`config.mk`:
```
export PLATFORM = sky130hd
export DESIGN_NAME = etws_slave
export DESIGN_NICKNAME = d
export VERILOG_FILES = /design/src/rtl/etws_fifo.v /design/src/rtl/etws_slave.v /design/src/rtl/etws_sync.v
export VERILOG_INCLUDE_DIRS = /design/src /design/src/rtl
export SDC_FILE = /design/constraint.sdc
export NUM_CORES = 1
export LEC_CHECK = 0
export BUFFER_PORTS_ARGS = -buffer_cell sky130_fd_sc_hd__buf_2
export CORE_MARGIN = 2
export CORE_UTILIZATION = 44
export DETAILED_ROUTE_END_ITERATION = 12
export GPL_ROUTABILITY_DRIVEN = 0
export REMOVE_ABC_BUFFERS = 1
export SYNTH_ARGS = -nofsm -noshare
export SYNTH_HDL_FRONTEND = slang
export SYNTH_SLANG_ARGS = --single-unit
```
`constraint.sdc`:
```
create_clock -name i_clk -period 2.03 [get_ports i_clk]
set_input_delay 0.5075 -clock i_clk [delete_from_list [all_inputs] [get_ports i_clk]]
set_output_delay 0.5075 -clock i_clk [all_outputs]
set_load 0.005 [all_outputs]
```
`src/rtl/etws_defines.vh`:
```
`ifndef ETWS_DEFINES_VH
`define ETWS_DEFINES_VH
// Device type code in the top nibble of the slave address
`define ETWS_DEV_TYPE 4'ha
// Slave address field positions
`define ETWS_TYPE_MSB 7
`define ETWS_TYPE_LSB 4
`define ETWS_BLK_MSB 3
`define ETWS_BLK_LSB 1
`define ETWS_RW_BIT 0
// Upper half of the array: page blocks 4..7, block bit two set
`define ETWS_PROT_BIT 2
// Array geometry
`define ETWS_ADDR_W 11
`define ETWS_DATA_W 8
`define ETWS_FIFO_DEPTH 4
// Bits per byte before the acknowledge slot
`define ETWS_BITS_PER_BYTE 4'h8
`endif

```
`src/rtl/etws_fifo.v`:
```
`timescale 1ns/1ps
// Small synchronous FIFO with valid/ready on both sides
module etws_fifo #(
	parameter WIDTH = 19,
	parameter DEPTH = 4,
	parameter AW = 2
) (
	// Clock and reset
	input wire i_clk,
	input wire i_rst_n,
	// Fill side
	input wire i_in_valid,
	input wire [WIDTH-1:0] i_in_data,
	output wire o_in_ready,
	// Drain side
	output wire o_out_valid,
	output wire [WIDTH-1:0] o_out_data,
	input wire i_out_ready
);
	reg [WIDTH-1:0] mem [0:DEPTH-1];
	reg [AW-1:0] wr_ptr_reg;
	reg [AW-1:0] rd_ptr_reg;
	reg [AW:0] count_reg;
	wire push;
	wire pop;

	// Honest full and empty from the occupancy count
	assign o_in_ready = (count_reg != DEPTH[AW:0]);
	assign o_out_valid = (count_reg != {(AW+1){1'b0}});
	assign o_out_data = mem[rd_ptr_reg];
	assign push = i_in_valid & o_in_ready;
	assign pop = o_out_valid & i_out_ready;

	// Storage write, no reset needed on data
	always @(posedge i_clk) begin
		if (push) begin
			mem[wr_ptr_reg] <= i_in_data;
		end
	end

	// Pointers wrap at the depth
	always @(posedge i_clk or negedge i_rst_n) begin
		if (!i_rst_n) begin
			wr_ptr_reg <= {AW{1'b0}};
			rd_ptr_reg <= {AW{1'b0}};
			count_reg <= {(AW+1){1'b0}};
		end else begin
			if (push) begin
				wr_ptr_reg <= (wr_ptr_reg == DEPTH[AW-1:0] - 1'b1) ? {AW{1'b0}} :
					wr_ptr_reg + 1'b1;
			end
			if (pop) begin
				rd_ptr_reg <= (rd_ptr_reg == DEPTH[AW-1:0] - 1'b1) ? {AW{1'b0}} :
					rd_ptr_reg + 1'b1;
			end
			if (push && !pop) begin
				count_reg <= count_reg + 1'b1;
			end else if (pop && !push) begin
				count_reg <= count_reg - 1'b1;
			end
		end
	end
endmodule // etws_fifo

```
`src/rtl/etws_slave.v`:
```
`timescale 1ns/1ps
`include "etws_defines.vh"
module etws_slave #(
	parameter ADDR_W = `ETWS_ADDR_W,
	parameter DATA_W = `ETWS_DATA_W,
	parameter FIFO_DEPTH = `ETWS_FIFO_DEPTH
) (
	// Clock and reset
	input wire i_clk,
	input wire i_rst_n,
	// Serial bus pins, data line open-drain
	input wire i_scl,
	input wire i_sda,
	output wire o_sda_out,
	output wire o_sda_oe,
	// Write protect pin, sampled as a plain level
	input wire i_write_protect,
	// Array side: write stream out through the FIFO
	output wire o_wr_valid,
	output wire [ADDR_W+DATA_W-1:0] o_wr_data,
	input wire i_wr_ready,
	// Array side: program request at the closing stop
	output reg o_program_start,
	input wire i_write_busy,
	// Array side: read byte request and answer
	output reg o_rd_req,
	output reg [ADDR_W-1:0] o_rd_addr,
	input wire [DATA_W-1:0] i_rd_data,
	// Status
	output reg o_active,
	output reg o_read_mode
);
	////////////////////////////////////////////////////////////////////
	// States, one-hot
	localparam [6:0] ST_IDLE = 7'h01;
	localparam [6:0] ST_ADDR = 7'h02;
	localparam [6:0] ST_WORD = 7'h04;
	localparam [6:0] ST_DATA = 7'h08;
	localparam [6:0] ST_TX = 7'h10;
	localparam [6:0] ST_ACK = 7'h20;
	localparam [6:0] ST_WAIT = 7'h40;

	// Slave address check against the fixed device type
	function addr_match;
		input [7:0] b;
		begin
			addr_match = (b[`ETWS_TYPE_MSB:`ETWS_TYPE_LSB] == `ETWS_DEV_TYPE);
		end
	endfunction

	// Location is in the upper half when block bit two is set
	function in_upper;
		input [ADDR_W-1:0] a;
		begin
			in_upper = a[ADDR_W-1];
		end
	endfunction

	////////////////////////////////////////////////////////////////////
	// Pin synchronisers
	wire scl_s;
	wire sda_s;
	wire wp_s;

	etws_sync u_sync_scl (
		.i_clk(i_clk),
		.i_rst_n(i_rst_n),
		.i_async(i_scl),
		.o_sync(scl_s)
	);
	etws_sync u_sync_sda (
		.i_clk(i_clk),
		.i_rst_n(i_rst_n),
		.i_async(i_sda),
		.o_sync(sda_s)
	);
	// undriven pin reads low: reset value zero below
	reg wp_meta_reg;
	reg wp_reg;
	always @(posedge i_clk or negedge i_rst_n) begin
		if (!i_rst_n) begin
			wp_meta_reg <= 1'b0;
			wp_reg <= 1'b0;
		end else begin
			wp_meta_reg <= i_write_protect;
			wp_reg <= wp_meta_reg;
		end
	end
	assign wp_s = wp_reg;

	////////////////////////////////////////////////////////////////////
	// Edge detection on the synchronised lines
	reg scl_d_reg;
	reg sda_d_reg;
	always @(posedge i_clk or negedge i_rst_n) begin
		if (!i_rst_n) begin
			scl_d_reg <= 1'b1;
			sda_d_reg <= 1'b1;
		end else begin
			scl_d_reg <= scl_s;
			sda_d_reg <= sda_s;
		end
	end

	wire scl_rise = scl_s & ~scl_d_reg;
	wire scl_fall = ~scl_s & scl_d_reg;
	// data edges with clock high are conditions only
	wire start_det = scl_s & scl_d_reg & sda_d_reg & ~sda_s;
	wire stop_det = scl_s & scl_d_reg & ~sda_d_reg & sda_s;

	////////////////////////////////////////////////////////////////////
	// Protocol state
	reg [6:0] state_reg;
	reg [6:0] ret_reg;
	reg [3:0] bit_cnt_reg;
	reg [7:0] shift_reg;
	reg [ADDR_W-1:0] addr_reg;
	reg [2:0] blk_reg;
	reg ack_drive_reg;
	reg tx_bit_reg;
	reg pend_prog_reg;
	reg in_valid_reg;
	reg [ADDR_W+DATA_W-1:0] in_data_reg;
	wire in_ready;

	// only ever pulls low; enable high means drive zero
	assign o_sda_out = 1'b0;
	assign o_sda_oe = ack_drive_reg | ~tx_bit_reg;

	// FIFO decouples byte capture from a slow array write port.
	// A full FIFO makes the byte go unacknowledged, so the master sees it.
	etws_fifo #(
		.WIDTH(ADDR_W+DATA_W),
		.DEPTH(FIFO_DEPTH),
		.AW(2)
	) u_fifo (
		.i_clk(i_clk),
		.i_rst_n(i_rst_n),
		.i_in_valid(in_valid_reg),
		.i_in_data(in_data_reg),
		.o_in_ready(in_ready),
		.o_out_valid(o_wr_valid),
		.o_out_data(o_wr_data),
		.i_out_ready(i_wr_ready)
	);

	// Main sequencer, clocked by the system clock, bus clock edges as events
	always @(posedge i_clk or negedge i_rst_n) begin
		if (!i_rst_n) begin
			state_reg <= ST_IDLE;
			ret_reg <= ST_IDLE;
			bit_cnt_reg <= 4'h0;
			shift_reg <= 8'h00;
			addr_reg <= {ADDR_W{1'b0}};
			blk_reg <= 3'h0;
			ack_drive_reg <= 1'b0;
			tx_bit_reg <= 1'b1;
			pend_prog_reg <= 1'b0;
			in_valid_reg <= 1'b0;
			in_data_reg <= {(ADDR_W+DATA_W){1'b0}};
			o_program_start <= 1'b0;
			o_rd_req <= 1'b0;
			o_rd_addr <= {ADDR_W{1'b0}};
			o_active <= 1'b0;
			o_read_mode <= 1'b0;
		end else begin
			o_program_start <= 1'b0;
			o_rd_req <= 1'b0;
			if (in_valid_reg && in_ready) begin
				in_valid_reg <= 1'b0;
			end
			if (start_det) begin
				state_reg <= ST_ADDR;
				bit_cnt_reg <= 4'h0;
				ack_drive_reg <= 1'b0;
				tx_bit_reg <= 1'b1;
				o_active <= 1'b1;
			end else if (stop_det) begin
				// write goes to programming, else standby
				if (pend_prog_reg) begin
					o_program_start <= 1'b1;
				end
				pend_prog_reg <= 1'b0;
				state_reg <= ST_IDLE;
				ack_drive_reg <= 1'b0;
				tx_bit_reg <= 1'b1;
				o_active <= 1'b0;
				o_read_mode <= 1'b0;
			end else begin
				case (state_reg)
				ST_IDLE, ST_WAIT: begin
					ack_drive_reg <= 1'b0;
					tx_bit_reg <= 1'b1;
				end
				ST_ADDR, ST_WORD, ST_DATA: begin
					if (scl_rise) begin
						shift_reg <= {shift_reg[6:0], sda_s};
						bit_cnt_reg <= bit_cnt_reg + 4'h1;
					end else if (scl_fall && bit_cnt_reg == `ETWS_BITS_PER_BYTE) begin
						bit_cnt_reg <= 4'h0;
						state_reg <= ST_ACK;
						ret_reg <= ST_WAIT;
						if (state_reg == ST_ADDR) begin
							if (addr_match(shift_reg) && !i_write_busy) begin
								ack_drive_reg <= 1'b1;
								// all three bits are block bits
								blk_reg <= shift_reg[`ETWS_BLK_MSB:`ETWS_BLK_LSB];
								if (shift_reg[`ETWS_RW_BIT]) begin
									ret_reg <= ST_TX;
									o_read_mode <= 1'b1;
									o_rd_req <= 1'b1;
									o_rd_addr <= addr_reg;
								end else begin
									ret_reg <= ST_WORD;
									o_read_mode <= 1'b0;
								end
							end
						end else if (state_reg == ST_WORD) begin
							addr_reg <= {blk_reg, shift_reg};
							ack_drive_reg <= 1'b1;
							ret_reg <= ST_DATA;
						end else begin
							if (!(wp_s && in_upper(addr_reg)) && in_ready) begin
								ack_drive_reg <= 1'b1;
								in_valid_reg <= 1'b1;
								in_data_reg <= {addr_reg, shift_reg};
								pend_prog_reg <= 1'b1;
								addr_reg <= {addr_reg[ADDR_W-1:4], addr_reg[3:0] + 4'h1};
								ret_reg <= ST_DATA;
							end
						end
					end
				end
				ST_ACK: begin
					// hold ack through ninth clock, release on its fall
					if (scl_fall) begin
						ack_drive_reg <= 1'b0;
						state_reg <= ret_reg;
						bit_cnt_reg <= 4'h0;
						if (ret_reg == ST_TX) begin
							shift_reg <= i_rd_data;
							tx_bit_reg <= i_rd_data[7];
							addr_reg <= addr_reg + 1'b1;
						end
					end
				end
				ST_TX: begin
					// shift out on clock falls, release for ninth
					if (scl_rise) begin
						bit_cnt_reg <= bit_cnt_reg + 4'h1;
						if (bit_cnt_reg == `ETWS_BITS_PER_BYTE) begin
							if (sda_s) begin
								// no ack: release and wait for stop
								state_reg <= ST_WAIT;
							end else begin
								o_rd_req <= 1'b1;
								o_rd_addr <= addr_reg;
							end
						end
					end else if (scl_fall) begin
						// Eighth fall ends bit zero, so let go for the ack slot
						if (bit_cnt_reg == `ETWS_BITS_PER_BYTE) begin
							tx_bit_reg <= 1'b1;
						end else if (bit_cnt_reg == `ETWS_BITS_PER_BYTE + 4'h1) begin
							bit_cnt_reg <= 4'h0;
							shift_reg <= i_rd_data;
							tx_bit_reg <= i_rd_data[7];
							addr_reg <= addr_reg + 1'b1;
						end else begin
							shift_reg <= {shift_reg[6:0], 1'b1};
							tx_bit_reg <= shift_reg[6];
						end
					end
				end
				default: begin
					state_reg <= ST_IDLE;
				end
				endcase
			end
		end
	end
endmodule // etws_slave

```
`src/rtl/etws_sync.v`:
```
`timescale 1ns/1ps
// Two-stage synchroniser for pins from outside the clock domain
module etws_sync (
	// Clock and reset
	input wire i_clk,
	input wire i_rst_n,
	// Asynchronous level in, synchronised level out
	input wire i_async,
	output wire o_sync
);
	reg meta_reg;
	reg sync_reg;

	// First stage is read only by the second stage
	always @(posedge i_clk or negedge i_rst_n) begin
		if (!i_rst_n) begin
			meta_reg <= 1'b1;
			sync_reg <= 1'b1;
		end else begin
			meta_reg <= i_async;
			sync_reg <= meta_reg;
		end
	end

	assign o_sync = sync_reg;
endmodule // etws_sync
```
==> Word-level counts from Yosys, hierarchy flattened <==
Memories as Yosys holds them, arrays and structs flattened.
Cells that the tools add are included.
{ "totals": {"latchBits": 0, "elab_cells": 263, "romBits": 0, "out_inout_bits": 37, "ramBits": 76, "memories": 1, "reg_bits": 93, "in_bits": 15} }
{ "memory_table": {"columns": ["name", "depth", "width", "rd", "rd_clocked_by_memory_dff", "wr", "line", "rtl"], "rows": [
  ["u_fifo.mem", 4, 19, 1, 0, 1, "etws_fifo.v:20", "reg [WIDTH-1:0] mem [0:DEPTH-1];"]
]} }
{ "classes": {"reduce_logical": 39, "n_div": 0, "n_mul": 0, "n_eq_ne": 53, "n_lt_le_gt_ge": 0, "add_sub_neg": 7, "shifts": 0, "n_mux": 115, "bitwise": 20} }
{ "op_table": {"columns": ["op", "n"], "rows": [
  ["$mux W11", 18],
  ["$mux W7", 12],
  ["$mux W8", 7],
  ["$mux W1", 55],
  ["$ne A4 B4 Y1 const B", 12],
  ["$mux W4", 10],
  ["$ne A2 B2 Y1 const B", 20],
  ["$pmux W11 S3", 1],
  ["$pmux W7 S4", 1],
  ["$reduce_and A7 Y1", 4],
  ["$reduce_and A13 Y1", 2],
  ["$pmux W8 S3", 1],
  ["$pmux W11 S2", 1],
  ["$reduce_bool A2 Y1", 8],
  ["$eq A7 B5 Y1 const B", 2],
  ["$eq A4 B4 Y1 const B", 3],
  ["$ne A3 B3 Y1 const B", 4],
  ["$pmux W4 S3", 1],
  ["$reduce_and A6 Y1", 2],
  ["$add A11 B1 Y11 const B", 1],
  ["$reduce_and A11 Y1", 1],
  ["$not A1 Y1", 10],
  ["$reduce_and A5 Y1", 2],
  ["$reduce_bool A5 Y1", 2],
  ["other kinds (30)", 54]
]} }

==> Longest topological paths before layout <==
{ "logic_depth": {"ltp_word": 11, "mapped_depth": 9, "mapped_depth_nobuf": 8} }

==> Modules after synthesis <==
Synthesis repeated with hierarchy kept, for this count alone.
{ "unflattened": {"hier_cells": 534, "area_unflattened_um2": 7463.4} }
{ "modules_own_cells": {"columns": ["mod", "instances", "seq_area_each_um2", "cells_each", "area_per_inst_um2"], "rows": [
  ["etws_slave", 1, 2008.2, 395, 4186.5],
  ["etws_fifo", 1, 2457.4, 135, 3171.8],
  ["etws_sync", 2, 52.6, 2, 52.6]
]} }

==> Worst setup path before layout <==
Ideal clock, no wire load.
{ "synth_path": {"kind": "register -> register", "startpoint": "register bit_cnt_reg[0]", "endpoint": "register addr_reg[1]", "setup_time_ns": 0.127, "path_stages_with_launch": 9, "synth_period_minus_slack_ns": 2.260, "required_time_ns": 1.903, "arrival_ns": 2.132, "n_path_buf": 0, "path_slack_ns": -0.230, "cell_sequence": "dfrtp_1 inv_1 ha_1 and3b_1 or2_2 a21oi_1 nand2_1 or3_4 mux2_1"} }
{ "synth_via": {"elab_chain_len": 4, "word_cells_on_any_way": 7, "cone_classes": "eq/ne: 5; reduce/logical: 2"} }
{ "synth_rtl": {"columns": ["item", "line", "rtl"], "rows": [
  ["start, declared", "etws_slave.v:115", "reg [3:0] bit_cnt_reg;"],
  ["start signal, assigned", "etws_slave.v:198", "bit_cnt_reg <= bit_cnt_reg + 4'h1;"],
  ["start signal, assigned", "etws_slave.v:250", "bit_cnt_reg <= bit_cnt_reg + 4'h1;"],
  ["$eq A4 B4 Y1 (no source line)", null, null],
  ["$logic_and A1 B1 Y1 (no source line)", null, null],
  ["$ne A2 B2 Y1 (no source line)", null, null],
  ["$reduce_and A13 Y1 (no source line) (*)", null, null],
  ["end signal, assigned", "etws_slave.v:154", "addr_reg <= {ADDR_W{1'b0}};"],
  ["end signal, assigned", "etws_slave.v:219", "addr_reg <= {blk_reg, shift_reg};"],
  ["end signal, assigned", "etws_slave.v:228", "addr_reg <= {addr_reg[ADDR_W-1:4], addr_reg[3:0] + 4'h1};"],
  ["end, declared", "etws_slave.v:117", "reg [ADDR_W-1:0] addr_reg;"]
]} }
Mark *: on every way between the ends. The rest lies on a longest branch, timed or not.
A chain may end at the register's enable or synchronous reset.

==> Worst setup path after layout <==
{ "layout_path": {"startpoint": "register state_reg[5]", "endpoint": "register in_data_reg[0]"} }
{ "layout_via": {"elab_chain_len": 3, "word_cells_on_any_way": 7, "cone_classes": "eq/ne: 3; bitwise: 2; reduce/logical: 2"} }
{ "layout_rtl": {"columns": ["item", "line", "rtl"], "rows": [
  ["start, declared", "etws_slave.v:113", "reg [6:0] state_reg;"],
  ["start signal, assigned", "etws_slave.v:238", "state_reg <= ret_reg;"],
  ["$eq A7 B2 Y1, or another cell as far along", "etws_slave.v:190, etws_slave.v:203", null],
  ["$reduce_or A3 Y1 / $not A1 Y1 (equally long branches)", null, null],
  ["$reduce_and A8 Y1 (no source line) (*)", null, null],
  ["end signal, assigned", "etws_slave.v:160", "in_data_reg <= {(ADDR_W+DATA_W){1'b0}};"],
  ["end signal, assigned", "etws_slave.v:226", "in_data_reg <= {addr_reg, shift_reg};"],
  ["end, declared", "etws_slave.v:123", "reg [ADDR_W+DATA_W-1:0] in_data_reg;"]
]} }
Marked as above.

==> impl_metrics.env <==
export IMPL_status="complete, but fails checks"
export IMPL_violations="setup timing"
export IMPL_cp_max_fo=6
export IMPL_grt_start_max_net_pins=32
export IMPL_grtUsageTotal_pct=20.9
export IMPL_min_path_type="in -> async"
export IMPL_die_y_um=134
export IMPL_numCtsBuffers=17
export IMPL_synth_top_area_share_pct=30.7
export IMPL_r2r_slack_ps=-200
export IMPL_rows=47
export IMPL_synth_warnings=0
export IMPL_slew_viol_final=0
export IMPL_core_area_mm2=0.0166
export IMPL_power_density_mw_per_mm2=838
export IMPL_syn_to_final_growth_pct=37.1
export IMPL_r2r_end="in_data_reg[0]"
export IMPL_first_iter_violations=345
export IMPL_cts_root_buf="clkbuf_16"
export IMPL_drcViolationCount=0
export IMPL_hpwlAfterDp_mm=11.7
export IMPL_grt_pass1_wl_mm=28.6
export IMPL_dominantRegCellSynth="dfrtp_1"
export IMPL_ir_drop_mv=0.725
export IMPL_vias=5225
export IMPL_cts_tree="done"
export IMPL_viasPerCell=5.47
export IMPL_port_buffers=50
export IMPL_critPathMaxStageDelay_ps=540
export IMPL_cts_htree_levels=4
export IMPL_first_pass_iters=5
export IMPL_worstPathArrival_ps=2540
export IMPL_fin_area_mm2=0.0102
export IMPL_fin_ws_ps=-199
export IMPL_pin_count=52
export IMPL_maxCapViolations=0
export IMPL_chipWidth_um=134
export IMPL_reg2reg_depth=8
export IMPL_diodes=0
export IMPL_cp_common_cell="buf_6"
export IMPL_worst_setup_path_end_kind="flip-flop"
export IMPL_placed_area_mm2=0.00869
export IMPL_drt_total_wl_mm=18.2
export IMPL_hold_buffers=0
export IMPL_clk_pin_slew_ps=70
export IMPL_cp_data_required_time_ps=2340
export IMPL_synth_edf_count=76
export IMPL_fmax_mhz=449
export IMPL_antenna_found_initial=0
export IMPL_cpMaxStageDelayCell="or4_4"
export IMPL_overflow=0
export IMPL_synthCells=550
export IMPL_final_common_cell="buf_4"
export IMPL_clk_latency_ps=430
export IMPL_synth_area_leader_cell="edfxtp_1"
export IMPL_finClkSkew_ps=10.2
export IMPL_setup_viol=83
export IMPL_final_cell_mix="94 x buf_4, 81 x dfrtp_1, 76 x edfxtp_1"
export IMPL_yosysSeqAreaShare_pct=61.4
export IMPL_netlist_area_mm2=0.00744
export IMPL_crit_path_cell_trace="or4_4 -> buf_6 -> nor2_4 -> buf_4 -> nand4_1 -> buf_6 -> buf_12 -> mux2_4"
export IMPL_largest_reg_flops=76
export IMPL_synthArstFlopShare_pct=54.5
export IMPL_finalCritPeriodShare_pct=110
export IMPL_synth_area_top_cells="edfxtp_1 31%, dfrtp_1 28%, mux4_2 5.8%, mux2_2 5.4%, dfstp_2 3.2%"
export IMPL_nets=752
export IMPL_crit_type="reg -> reg"
export IMPL_drive_gt1_share_pct=50.7
export IMPL_initial_core_util_pct=44.9
export IMPL_grt_pass1_vias=5388
export IMPL_syn_area_per_cell_um2=13.5
export IMPL_synth_seq_cells=167
export IMPL_leakage_nw=4.07
export IMPL_die_area_mm2=0.0180
export IMPL_routedWlPerCell_um=19.0
export IMPL_hold_viol=0
export IMPL_synth_distinct_cells=71
export IMPL_worstPathBufferInverterCount=4
export IMPL_rsz0062_at_grt="yes"
export IMPL_r2r_start="state_reg[5]"
export IMPL_total_power_mw=8.55
export IMPL_clockBufferDepth=2
export IMPL_detail_route_antenna_nets=0
export IMPL_clkSinkCount=167
export IMPL_fin_crit_ps=2230
export IMPL_cp_start_kind="flip-flop"
export IMPL_cp_top_family="simple AND/OR/NAND/NOR gates"
-- synthesized netlist by cell type (all sizes together) (4+ instances only) --
library cell and number:
nand4 8, a31oi 4, inv 14, mux2 40, buf 19, mux2i 7, ha 13, dfstp 9
nor2 24, o21ai 41, nand3 21, mux4 19, nor3 11, nor3b 4, edfxtp 76, clkbuf 8
dfrtp 82, a21o 4, nand2 46, a21oi 13, and2 6, and3 9, a211oi 5, or3 7
xor2 5, nand2b 4, nor2b 5
-- timing repair --
action                                 4_1_cts  5_1_grt
pin swaps                                   34       42
setup endpoints to repair                   82       87
endpoints found under the hold margin        0        0
setup buffers                               20       13
cloned                                       3        1
gates resized for setup                    113       63
-- metrics by stage --
step | setup TNS (ps) | setup WS (ps) | util [%] | std cells | hold slack, ps
global placement | -5950 | -264 | 52.4 | 889 | 342
floorplan | -15270 | -501 | - | 523 | 212
CTS | -8330 | -221 | 59.3 | 944 | 10.8
global route | -15800 | -268 | 61.5 | 956 | 31.0
detailed placement | -8490 | -300 | 52.4 | 889 | 343
finish | -10150 | -199 | 61.5 | 956 | 15.5
-- report_power, final --
group / internal [mW] / leakage [nW] / switching [mW]
Sequential: 3.66 / 1.71 / 0.203
Combinational: 0.842 / 2.09 / 0.786
Clock: 1.70 / 0.265 / 1.35
Total: 6.21 / 4.07 / 2.34
-- logic make-up after synthesis --
group / after synthesis / synth area share (%)
DFF: 167 / 61.4
and+or+nand+nor: 160 / 11.3
AOI/OAI and AO/OA: 93 / 8.37
muxes: 66 / 12.9
buffers and inverters: 41 / 2.59
adders and majority gates: 14 / 2.46
xor gates and xnor gates: 8 / 0.942
other: 1 / 0.0504
-- metal layers --
metal / GRT usage, % / up-vias / routed length, um
met5: 0 / - / 0
met4: 8.77 / 0 / 406
met3: 4.04 / 33 / 866
met2: 35.4 / 164 / 9150
met1: 26.5 / 2622 / 7780
li1: - / 2406 / -
-- area by class of cell --
type / count / area [um^2]
timing repair buffer: 181 / 1540
tap: 220 / 275
fill: 1253 / 6380
clock buffer: 19 / 433
clock inverter: 13 / 124
sequential: 167 / 4570
inverter: 14 / 55.1
multi-input combinational: 342 / 3210
-- worst reg2reg max path: stages (launching register included) --
cell and delay, ps:
dfrtp_2 440, or4_4 540, buf_6 150, nor2_4 80
buf_4 120, nand4_1 150, buf_6 190, buf_12 140
mux2_4 300
-- how the worst max path moves through the flow --
stage	slack (ps)	from	cells past startpoint	endpoint
finish	-200	state_reg[5]	8	in_data_reg[0]
global route	-270	state_reg[5]	8	in_data_reg[0]
CTS	-220	u_fifo.rd_ptr_reg[0]	3	o_wr_data[17]
detailed placement	-300	i_write_busy	7	o_rd_addr[9]
global placement	-260	i_write_busy	7	o_rd_addr[8]
floorplan	-500	bit_cnt_reg[0]	8	o_rd_addr[0]
Note: power is estimated with default switching activity, not from simulation.
